[config.mk]
export PLATFORM = sky130hd
export DESIGN_NAME = hbdq_top
export DESIGN_NICKNAME = d
export VERILOG_FILES = /design/src/common/hbdq_pkg.sv /design/src/hdl/hbdq_top.sv
export SDC_FILE = /design/constraint.sdc
export NUM_CORES = 1
export LEC_CHECK = 0
export BUFFER_PORTS_ARGS = -buffer_cell sky130_fd_sc_hd__buf_2
export CORE_MARGIN = 5
export CORE_UTILIZATION = 55
export CTS_BUF_LIST = sky130_fd_sc_hd__clkbuf_4
export DETAILED_ROUTE_END_ITERATION = 10
export MAX_ROUTING_LAYER = met4
export PLACE_DENSITY_LB_ADDON = 0.15
export SYNTH_ARGS = -nofsm -noshare
export SYNTH_HDL_FRONTEND = slang
export SYNTH_SLANG_ARGS = --single-unit
[constraint.sdc]
create_clock -name ref_clk_in -period 2.9 [get_ports ref_clk_in]
set_input_delay 0.29 -clock ref_clk_in [delete_from_list [all_inputs] [get_ports ref_clk_in]]
set_output_delay 0.29 -clock ref_clk_in [all_outputs]
set_load 0.05 [all_outputs]
[src/common/hbdq_pkg.sv]
package hbdq_pkg;
  // in-order queue depth and deferred limits
  localparam int IOQ_DEPTH = 12;
  localparam int DEFER_MAX = 2;
  localparam int ADDR_W = 32;
  localparam int LINE_BYTES = 64;
  localparam int LINE_LSB = 6;
  localparam int ADDR_PHASES = 2;
  localparam int DATA_PHASES = 4;
  localparam int BUS_MTS = 400;
  // targets of a decoded cycle
  typedef enum logic [1:0]
  {
    HBDQ_TGT_HUB = 2'b00,
    HBDQ_TGT_GFX = 2'b01,
    HBDQ_TGT_CFG = 2'b10
  } hbdq_tgt_t;
  // arbitration requester indices
  localparam int ARB_CPU = 0;
  localparam int ARB_MEM = 1;
  localparam int ARB_GFX = 2;
  localparam int ARB_HUB = 3;
  localparam int ARB_N = 4;
  // config space window and default aperture
  localparam logic [31:0] CFG_IO_ADDR = 32'h0000_0CF8;
  localparam logic [31:0] CFG_IO_MASK = 32'hFFFF_FFF8;
  localparam logic [31:0] APER_BASE_RST = 32'hE000_0000;
  localparam logic [31:0] APER_MASK_RST = 32'hF000_0000;
  localparam logic [31:0] GFX_MEM_BASE_RST = 32'hD000_0000;
  localparam logic [31:0] GFX_MEM_MASK_RST = 32'hF000_0000;
  localparam logic [31:0] GFX_IO_BASE_RST = 32'h0000_D000;
  localparam logic [31:0] GFX_IO_MASK_RST = 32'hFFFF_F000;
  localparam logic [31:0] MSI_BASE = 32'hFEE0_0000;
  localparam logic [31:0] MSI_MASK = 32'hFFF0_0000;
  localparam int GART_W = 20;
endpackage

[src/hdl/hbdq_top.sv]
`timescale 1ns/1ps
`default_nettype none
module hbdq_top
  import hbdq_pkg::*;
#(
  parameter int DEPTH = IOQ_DEPTH,
  parameter int DEFERS = DEFER_MAX
)
(
  // clock and reset
  input wire logic ref_clk_in,
  input wire logic nrst_in,
  // processor request (already captured at 2x, both address phases)
  input wire logic req_valid_in,
  input wire logic req_is_io_in,
  input wire logic req_defer_in,
  input wire logic [ADDR_W-1:0] req_addr_in,
  output logic req_throttle_out,
  // retirement of the oldest queue entry
  input wire logic retire_in,
  // deferred completion per target interface
  input wire logic [2:0] defer_done_in,
  // head of queue, routed
  output logic head_valid_out,
  output logic [1:0] head_target_out,
  output logic [ADDR_W-1:0] head_line_out,
  output logic [3:0] ioq_count_out,
  output logic [1:0] defer_count_out,
  // quad pumped data with dynamic bus inversion
  input wire logic [63:0] dat_raw_in,
  input wire logic [3:0] dat_inv_in,
  output logic [63:0] dat_clean_out,
  input wire logic [63:0] dat_tx_in,
  output logic [63:0] dat_tx_out,
  output logic [3:0] dat_inv_out,
  // inbound accesses to dram
  input wire logic in_valid_in,
  input wire logic in_from_hub_in,
  input wire logic in_framed_in,
  input wire logic [ADDR_W-1:0] in_addr_in,
  input wire logic in_write_in,
  input wire logic [GART_W-1:0] gart_page_in,
  output logic snoop_out,
  output logic irq_to_bus_out,
  output logic [ADDR_W-1:0] in_xlat_out,
  // arbitration among initiators
  input wire logic [ARB_N-1:0] arb_req_in,
  output logic [ARB_N-1:0] arb_gnt_out
);
  // refuse sizes that the 4-bit queue and 2-bit defer counters cannot hold
  if (DEPTH < 1 || DEPTH > 15 || DEFERS < 1 || DEFERS > 3)
  begin : g_bad_size
    $error("hbdq_top: unsupported depth or defer limit");
  end

  // one processor agent only; bus rate fixed, no parity pins exist

  // queue storage
  logic [ADDR_W-1:0] addr_mem [DEPTH];
  logic [1:0] tgt_mem [DEPTH];
  logic [3:0] wr_q, rd_q, cnt_q;
  logic [1:0] dcnt_q;
  logic [2:0] dbusy_q;

  // decode of the incoming processor cycle
  wire cfg_hit = req_is_io_in && ((req_addr_in & CFG_IO_MASK) == CFG_IO_ADDR);
  wire gio_hit = req_is_io_in && ((req_addr_in & GFX_IO_MASK_RST) == GFX_IO_BASE_RST);
  wire gmem_hit = !req_is_io_in && ((req_addr_in & GFX_MEM_MASK_RST) == GFX_MEM_BASE_RST);
  wire [1:0] dec_tgt = cfg_hit ? HBDQ_TGT_CFG :
                       (gio_hit | gmem_hit) ? HBDQ_TGT_GFX :
                       HBDQ_TGT_HUB;

  // deferral gate: total limit and one per interface
  wire defer_ok = (dcnt_q < DEFERS[1:0]) && !dbusy_q[dec_tgt];
  wire full = (cnt_q == DEPTH[3:0]);
  assign req_throttle_out = full || (req_defer_in && !defer_ok);
  wire push = req_valid_in && !req_throttle_out;
  wire pop = retire_in && (cnt_q != 4'h0);
  wire [3:0] wr_nx = (wr_q == DEPTH[3:0] - 4'h1) ? 4'h0 : wr_q + 4'h1;
  wire [3:0] rd_nx = (rd_q == DEPTH[3:0] - 4'h1) ? 4'h0 : rd_q + 4'h1;
  wire dpush = push && req_defer_in;
  wire [2:0] dset = dpush ? (3'h1 << dec_tgt) : 3'h0;
  wire [2:0] dclr = defer_done_in & dbusy_q;
  wire [1:0] dclr_n = 2'(dclr[0]) + 2'(dclr[1]) + 2'(dclr[2]);

  // queue pointers; push and pop may coincide
  always_ff @(posedge ref_clk_in or negedge nrst_in)
  begin
    if (!nrst_in)
    begin
      wr_q <= 4'h0;
      rd_q <= 4'h0;
      cnt_q <= 4'h0;
    end
    else
    begin
      if (push) wr_q <= wr_nx;
      if (pop) rd_q <= rd_nx;
      cnt_q <= cnt_q + 4'(push) - 4'(pop);
    end
  end

  // entry store, line aligned to the coherency unit
  always_ff @(posedge ref_clk_in)
  begin
    if (push)
    begin
      addr_mem[wr_q] <= {req_addr_in[ADDR_W-1:LINE_LSB], {LINE_LSB{1'b0}}};
      tgt_mem[wr_q] <= dec_tgt;
    end
  end

  // deferred tracking; a new deferral wins over a clear
  always_ff @(posedge ref_clk_in or negedge nrst_in)
  begin
    if (!nrst_in)
    begin
      dbusy_q <= 3'h0;
      dcnt_q <= 2'h0;
    end
    else
    begin
      dbusy_q <= (dbusy_q & ~dclr) | dset;
      dcnt_q <= dcnt_q + 2'(dpush) - dclr_n;
    end
  end

  assign head_valid_out = (cnt_q != 4'h0);
  assign head_target_out = head_valid_out ? tgt_mem[rd_q] : 2'h0;
  assign head_line_out = head_valid_out ? addr_mem[rd_q] : '0;
  assign ioq_count_out = cnt_q;
  assign defer_count_out = dcnt_q;

  // inversion per 16-bit group; data beats arrive at 4x, addresses at 2x
  genvar g;
  generate
    for (g = 0; g < 4; g++)
    begin : g_dbi
      wire [4:0] ones = 5'($countones(dat_tx_in[16*g +: 16]));
      wire inv = ones > 5'h08;
      logic [15:0] rx_q, tx_q;
      logic inv_q;
      always_ff @(posedge ref_clk_in or negedge nrst_in)
      begin
        if (!nrst_in)
        begin
          rx_q <= 16'h0;
          tx_q <= 16'h0;
          inv_q <= 1'b0;
        end
        else
        begin
          rx_q <= dat_inv_in[g] ? ~dat_raw_in[16*g +: 16] : dat_raw_in[16*g +: 16];
          tx_q <= inv ? ~dat_tx_in[16*g +: 16] : dat_tx_in[16*g +: 16];
          inv_q <= inv;
        end
      end
      assign dat_clean_out[16*g +: 16] = rx_q;
      assign dat_tx_out[16*g +: 16] = tx_q;
      assign dat_inv_out[g] = inv_q;
    end
  endgenerate

  // inbound snoop policy, aperture remap, interrupt redirection
  wire aper_hit = (in_addr_in & APER_MASK_RST) == APER_BASE_RST;
  wire msi_hit = in_write_in && ((in_addr_in & MSI_MASK) == MSI_BASE);
  wire snoop_d = in_valid_in && !msi_hit && (in_from_hub_in || in_framed_in);
  wire [ADDR_W-1:0] xlat_d = aper_hit ? {gart_page_in, in_addr_in[11:0]} : in_addr_in;
  logic snoop_q, irq_q;
  logic [ADDR_W-1:0] xlat_q;
  always_ff @(posedge ref_clk_in or negedge nrst_in)
  begin
    if (!nrst_in)
    begin
      snoop_q <= 1'b0;
      irq_q <= 1'b0;
      xlat_q <= '0;
    end
    else
    begin
      snoop_q <= snoop_d;
      irq_q <= in_valid_in && msi_hit;
      xlat_q <= xlat_d;
    end
  end
  assign snoop_out = snoop_q;
  assign irq_to_bus_out = irq_q;
  assign in_xlat_out = xlat_q;

  // round-robin arbiter, grant held while request stays
  logic [ARB_N-1:0] gnt_q;
  logic [1:0] last_q;
  logic [ARB_N-1:0] pick;
  logic [1:0] pick_i;
  always_comb
  begin
    pick = '0;
    pick_i = last_q;
    for (int k = ARB_N; k >= 1; k--)
    begin
      if (arb_req_in[2'(last_q + 2'(k))])
      begin
        pick = '0;
        pick[2'(last_q + 2'(k))] = 1'b1;
        pick_i = 2'(last_q + 2'(k));
      end
    end
  end
  wire keep = |(gnt_q & arb_req_in);
  always_ff @(posedge ref_clk_in or negedge nrst_in)
  begin
    if (!nrst_in)
    begin
      gnt_q <= '0;
      last_q <= 2'h3;
    end
    else if (!keep)
    begin
      gnt_q <= pick;
      if (|pick) last_q <= pick_i;
    end
  end
  assign arb_gnt_out = gnt_q;
endmodule
`default_nettype wire

Word level (Yosys, flattened, before mapping)
Memories as Yosys holds them, arrays and structs flattened.
Index checks and enable logic that the tools add are counted.
- flip-flop bits (word level): 189
- latch bits: 0
- memory bits (writable): 336
- memory bits (read-only): 0
- input port bits: 233
- output and inout bits: 212
- logic and storage cells: 204
- memories: 2
- memory list (memory ; words ; bits a word ; read ports ; clocked after memory_dff ; write ports ; line ; source):
    addr_mem ; 12 ; 26 ; 1 ; 0 ; 1 ; hbdq_top.sv:59 ; logic [ADDR_W-1:0] addr_mem [DEPTH];
    tgt_mem ; 12 ; 2 ; 1 ; 0 ; 1 ; hbdq_top.sv:60 ; logic [1:0] tgt_mem [DEPTH];
- $add $sub $neg: 71
- multiply operators: 0
- div/mod/pow operators: 0
- magnitude comparators: 14
- equality and inequality tests: 8
- shift operators: 1
- mux-type cells: 43
- bitwise logic cells: 15
- reductions and logical operators: 28
- operators by type and width (kind ; count):
    two-way mux 16 bit ; 8
    NOT 16 bit ; 8
    adder 1 x 1 -> 2 bit ; 33
    two-way mux 32 bit ; 2
    adder 2 x 2 -> 3 bit ; 16
    adder 3 x 3 -> 4 bit ; 8
    equality test 29 x 9 -> 1 bit, second input constant ; 1
    two-way mux 4 bit ; 6
    adder 4 x 4 -> 5 bit ; 4
    equality test 20 x 4 -> 1 bit, second input constant ; 1
    equality test 4 bit, second input constant ; 5
    > comparator 5 x 4 -> 1 bit, second input constant ; 4
    logical AND 1 bit ; 16
    < comparator 2 x 3 -> 1 bit, second input constant ; 5
    equality test 12 bit, second input constant ; 1
    two-way mux 1 bit ; 12
    binary-select mux 1 bit (select 2 bit) ; 5
    two-way mux 2 bit ; 5
    adder 4 x 1 -> 4 bit, second input constant ; 2
    demux 1 bit (select 2 bit) ; 4
    >= comparator 2 x 1 -> 1 bit, second input constant ; 4
    OR reduction 4 bit ; 2
    AND 3 bit ; 2
    logical NOT 1 bit ; 5
    other kinds (18) ; 21

Logic depth before layout (Yosys ltp)
- word-level depth: 17
- depth in mapped cells: 16
- mapped depth without buffers: 15

Worst setup path after synthesis
No wires, ideal clock.
- path kind: input port to flip-flop
- from: input port dat_tx_in[48]
- to: register g_dbi[3].tx_q[10]
- setup time: 0.080 ns
- arrival time: 4.387 ns
- data required time: 2.820 ns
- setup slack: -1.567 ns
- cell stages on the path: 16
- path buffers: 1
- cells stage by stage: inv_1 fa_1 fa_1 fa_1 fa_1 inv_1 ha_1 inv_1 fa_1 nor2b_1 nand2_1 a21oi_1 a21oi_1 o21ai_1 buf_2 xnor2_1
- word-level cells in the longest chain between the ends: 6
- ends and longest elaborated chain (element ; line ; source):
    start: declaration ; hbdq_top.sv:33 ; input wire logic [63:0] dat_tx_in,
    adder 1 x 1 -> 2 bit ; hbdq_top.sv:139 ; wire [4:0] ones = 5'($countones(dat_tx_in[16*g +: 16]));
    adder 2 x 2 -> 3 bit ; hbdq_top.sv:139 ;
    adder 3 x 3 -> 4 bit ; hbdq_top.sv:139 ;
    adder 4 x 4 -> 5 bit ; hbdq_top.sv:139 ;
    > comparator 5 x 4 -> 1 bit ; hbdq_top.sv:140 ; wire inv = ones > 5'h08;
    two-way mux 16 bit ; hbdq_top.sv:154 ; tx_q <= inv ? ~dat_tx_in[16*g +: 16] : dat_tx_in[16*g +: 16];
    end signal: assignment ; hbdq_top.sv:154 ;
    end: declaration ; hbdq_top.sv:141 ; logic [15:0] rx_q, tx_q;
No other way between the ends.
A chain may end at the register's enable or synchronous reset.

Worst setup path in the final report
- from: input port dat_tx_in[43]
- to: register g_dbi[2].tx_q[1]
- word-level cells in the longest chain between the ends: 6
- ends and longest elaborated chain (element ; line):
    adder 1 x 1 -> 2 bit ; hbdq_top.sv:139
    adder 2 x 2 -> 3 bit ; hbdq_top.sv:139
    adder 3 x 3 -> 4 bit ; hbdq_top.sv:139
    adder 4 x 4 -> 5 bit ; hbdq_top.sv:139
    > comparator 5 x 4 -> 1 bit ; hbdq_top.sv:140
    two-way mux 16 bit ; hbdq_top.sv:154
    end signal: assignment ; hbdq_top.sv:154
    end: declaration ; hbdq_top.sv:141
No other way between the ends.

==> impl_metrics.toml <==
[sta]
clock-skew-final_ns = 0.04375
worst-slew-pin-transition_ns = 0.8048
slew_headroom_pct = 46.35
period_needed_ns = 3.862
layout_setup_ws_ns = -0.9621
max_freq_mhz = 258.9
finalHoldViolCount = 0
rsz0062_at_grt = "true"
drv_slew = 0
setup_viol = 95
min_period_over_period_pct = 133.2

[worst_hold_path]
whs_endpoint = "in_xlat_out[0]"
hold_start = "in_addr_in[0]"
whs_path_depth = 2
hold_class = "in2reg"

[routing]
via_count = 16865
drc = 0
post_drt_wl_per_cell_um = 26.38
wl_met3_um = 6613
dr.pass1.iters = 6
drt_iter0_markers = 1455
ant_nets = 0
highest_layer = "met4"
viasPerCell = 5.633
wl_met1_um = 26610
wl_met2_um = 40090
drt_wl_total_um = 78980

[synth]
syn-instance-count = 1360
yosys.area_share.simple_pct = 4.275
synth_top_area_share_pct = 45.66
postSynth.asyncResetShare_pct = 36.00
synth_area_um2 = 22100
synth-seq-cells = 525
synth_top_family_by_area = "multiplexers"
syn_area_per_cell_um2 = 16.25
ys_types = 61
yosysSeqAreaShare_pct = 67.07
synth_area_leaders = "edfxtp_1 46%, dfrtp_1 21%, mux4_2 9.0%, fa_1 3.8%, xnor2_1 2.7%"
synth-edff-count = 336
synthAdderAreaFrac_pct = 5.900
ys.flop_type = "edfxtp_1"
yosysWarnings = 0
synthXorXnorAreaFrac_pct = 5.311
muxShareOfSynthArea_pct = 10.29
yosysTopAreaCell = "edfxtp_1"
synth-compound-area-share_pct = 3.573

[pwr]
p_total_w = 0.03614
p_per_area_nw_per_um2 = 1091
p_int_w = 0.02094
comb_power_share_pct = 54.5
ir_worst_vdd_mv = 0.7765
p_sw_share_pct = 42.06
power_switching_w = 0.01520
p_seq_share_pct = 27.3
p_leak_nw = 13.98
clkPwrFrac_pct = 18.3

[global_route]
grt_pass1_vias = 18460
grt_overflow = 0
grt_max_degree = 67
antenna_found_initial = 9
groute.usage.overall_pct = 33.85
grt_pass1_wl_um = 109100

[floorplan]
initial_core_util_pct = 55.62
die_w_um = 210.5
fp.dieArea_um2 = 44290
io_pins = 445
rows = 73
die_y_um = 210.5
core_area_um2 = 39730

[layout]
drive_above_1_share_pct = 48.60
finalNonFillerCells = 2994
synthToLayoutAreaGrowth_pct = 49.89
final_nets = 2673

[setup_path]
cp-end-kind = "flip-flop"
critPathLaunchType = "input pin"
arrival_ns = 4.65
rrSetupSlack_ns = 0.10
cp_slowest_cell = "fa_1"
cp_max_fo = 7
crit_family = "adder cells"
reg2reg_from = "last_q[0]"
critPathKind = "in2reg"
crit_path_max_incr_delay_ns = 0.67
cp_num_buf_inv = 5
crit_chain = "buf_8, inv_8, fa_1, fa_1, fa_1, fa_1, inv_2, ha_4, inv_2, fa_1, nor3b_2, mux2_4, a22oi_2, o21ai_4, clkbuf_16, xnor2_2"
cp.required_ns = 3.69
crit_top_cell = "fa_1"
r2r-end = "arb_gnt_out[3]"
reg2regPathDepth = 7

[clocking]
clkTransAtPathRegs_ns = 0.10
cts_tree = "done"
numCtsBuffers = 138
clock_sinks = 525
cts_max_level = 4
clock_path_buffers = 3
clk-insertion-delay-late_ns = 0.87
root_buffer = "clkbuf_4"

[flow_run]
drv_cap = 0

[place]
dp.cells = 2405
portBuffers = 435
place_hpwl_um = 38680
gp_congestion = 0.9103

[outcome]
status = "complete, but fails checks"
violations = "setup timing"
==> Yosys cell counts (all sizes together), types with 3 or more instances <==
cell / count
a211oi: 10
a21oi: 79
a22oi: 4
and2: 7
and3: 5
and4: 4
and4b: 5
buf: 29
clkbuf: 37
dfrtp: 187
edfxtp: 336
fa: 42
ha: 37
inv: 125
mux2: 26
mux4: 88
nand2: 77
nand3: 3
nand3b: 6
nor2: 44
nor2b: 9
nor3b: 8
nor4: 6
nor4b: 3
o21a: 3
o21ai: 10
xnor2: 67
xor2: 67
==> layer usage <==
metal  track usage, %  vias up
met2            55.49     1071
met5                -        -
met3            8.260      351
li1                 -     6981
met1            38.79     8462
met4            18.31        0
==> cell families after synthesis <==
kind of cell    Yosys count
xor+xnor                134
simple gates            188
compound gates          128
buf+inv                 191
fa+ha+maj                79
mux                     114
other cells               1
flops                   525
==> cell type report <==
class | instances | area, µm²
antenna | 10 | 25.02
clock buffer | 199 | 1494
clock inverter | 39 | 235.2
fill | 1910 | 6608
inverter | 125 | 521.8
multi-input combinational | 649 | 7730
sequential | 525 | 14830
tap | 525 | 656.9
timing repair buffer | 922 | 7629
==> placed cells by master (no fill, tap or decap), types with 55 or more instances in the layout <==
master and instances:
dlygate4sd3_1 293, xor2_1 67, inv_1 86, buf_2 382, clkbuf_4 199, a21oi_2 55
dfrtp_1 184, edfxtp_1 336, buf_4 138, mux4_2 88
==> worst max-delay path by stage <==
stage / end / from / cells after the start
2_1_floorplan: g_dbi[0].tx_q[10] / dat_tx_in[11] / 15
3_3_place_gp: g_dbi[2].tx_q[7] / dat_tx_in[43] / 14
3_5_place_dp: g_dbi[2].tx_q[9] / dat_tx_in[43] / 14
4_1_cts: g_dbi[2].tx_q[9] / dat_tx_in[41] / 16
5_1_grt: g_dbi[2].tx_q[1] / dat_tx_in[43] / 16
6_report: g_dbi[2].tx_q[1] / dat_tx_in[43] / 16
==> what timing repair did <==
item | CTS | global route
buffers inserted | 36 | 5
gates cloned | 12 | 1
resized for setup | 203 | 157
pin swaps | 50 | 67
hold endpoints to repair | 677 | 0
endpoints found under the setup margin | 97 | 97
hold buffers | 293 | 0
==> metrics by stage <==
stage / instance area, µm² / utilization, % / TNS (ns) / hold slack [ns] / setup WS (ns)
2_1_floorplan: 22300 / - / -71.96 / -0.005591 / -1.128
6_report: 33120 / 83.37 / -52.65 / 0.09000 / -0.9621
3_3_place_gp: 26160 / 65.85 / -194.16 / 0.3286 / -1.414
5_1_grt: 33120 / 83.36 / -58.32 / 0.008906 / -1.022
4_1_cts: 32350 / 81.41 / -31.15 / 0.02849 / -0.4804
3_5_place_dp: 26160 / 65.85 / -211.67 / 0.3365 / -1.487
==> power groups by stage <==
stage / registers (W) / logic [W] / clock network [W]
2_1_floorplan: 0.0119 / 0.00792 / 0
3_3_place_gp: 0.00989 / 0.0134 / 0
3_5_place_dp: 0.00992 / 0.0137 / 0
4_1_cts: 0.00969 / 0.0175 / 0.00647
5_1_grt: 0.00992 / 0.0205 / 0.00716
6_report: 0.00986 / 0.0197 / 0.00660
==> state kept, by name, indices dropped and copies added (netlist names), 3 cells and up <==
signal / cells
arb_gnt_out: 4
dbusy_q: 3
tgt_mem: 24
ioq_count_out: 4
g_dbi.rx_q: 64
addr_mem: 312
g_dbi.tx_q: 64
g_dbi.inv_q: 4
rd_q: 4
wr_q: 4
in_xlat_out: 32
No activity file was read; power rests on OpenSTA's default activity.
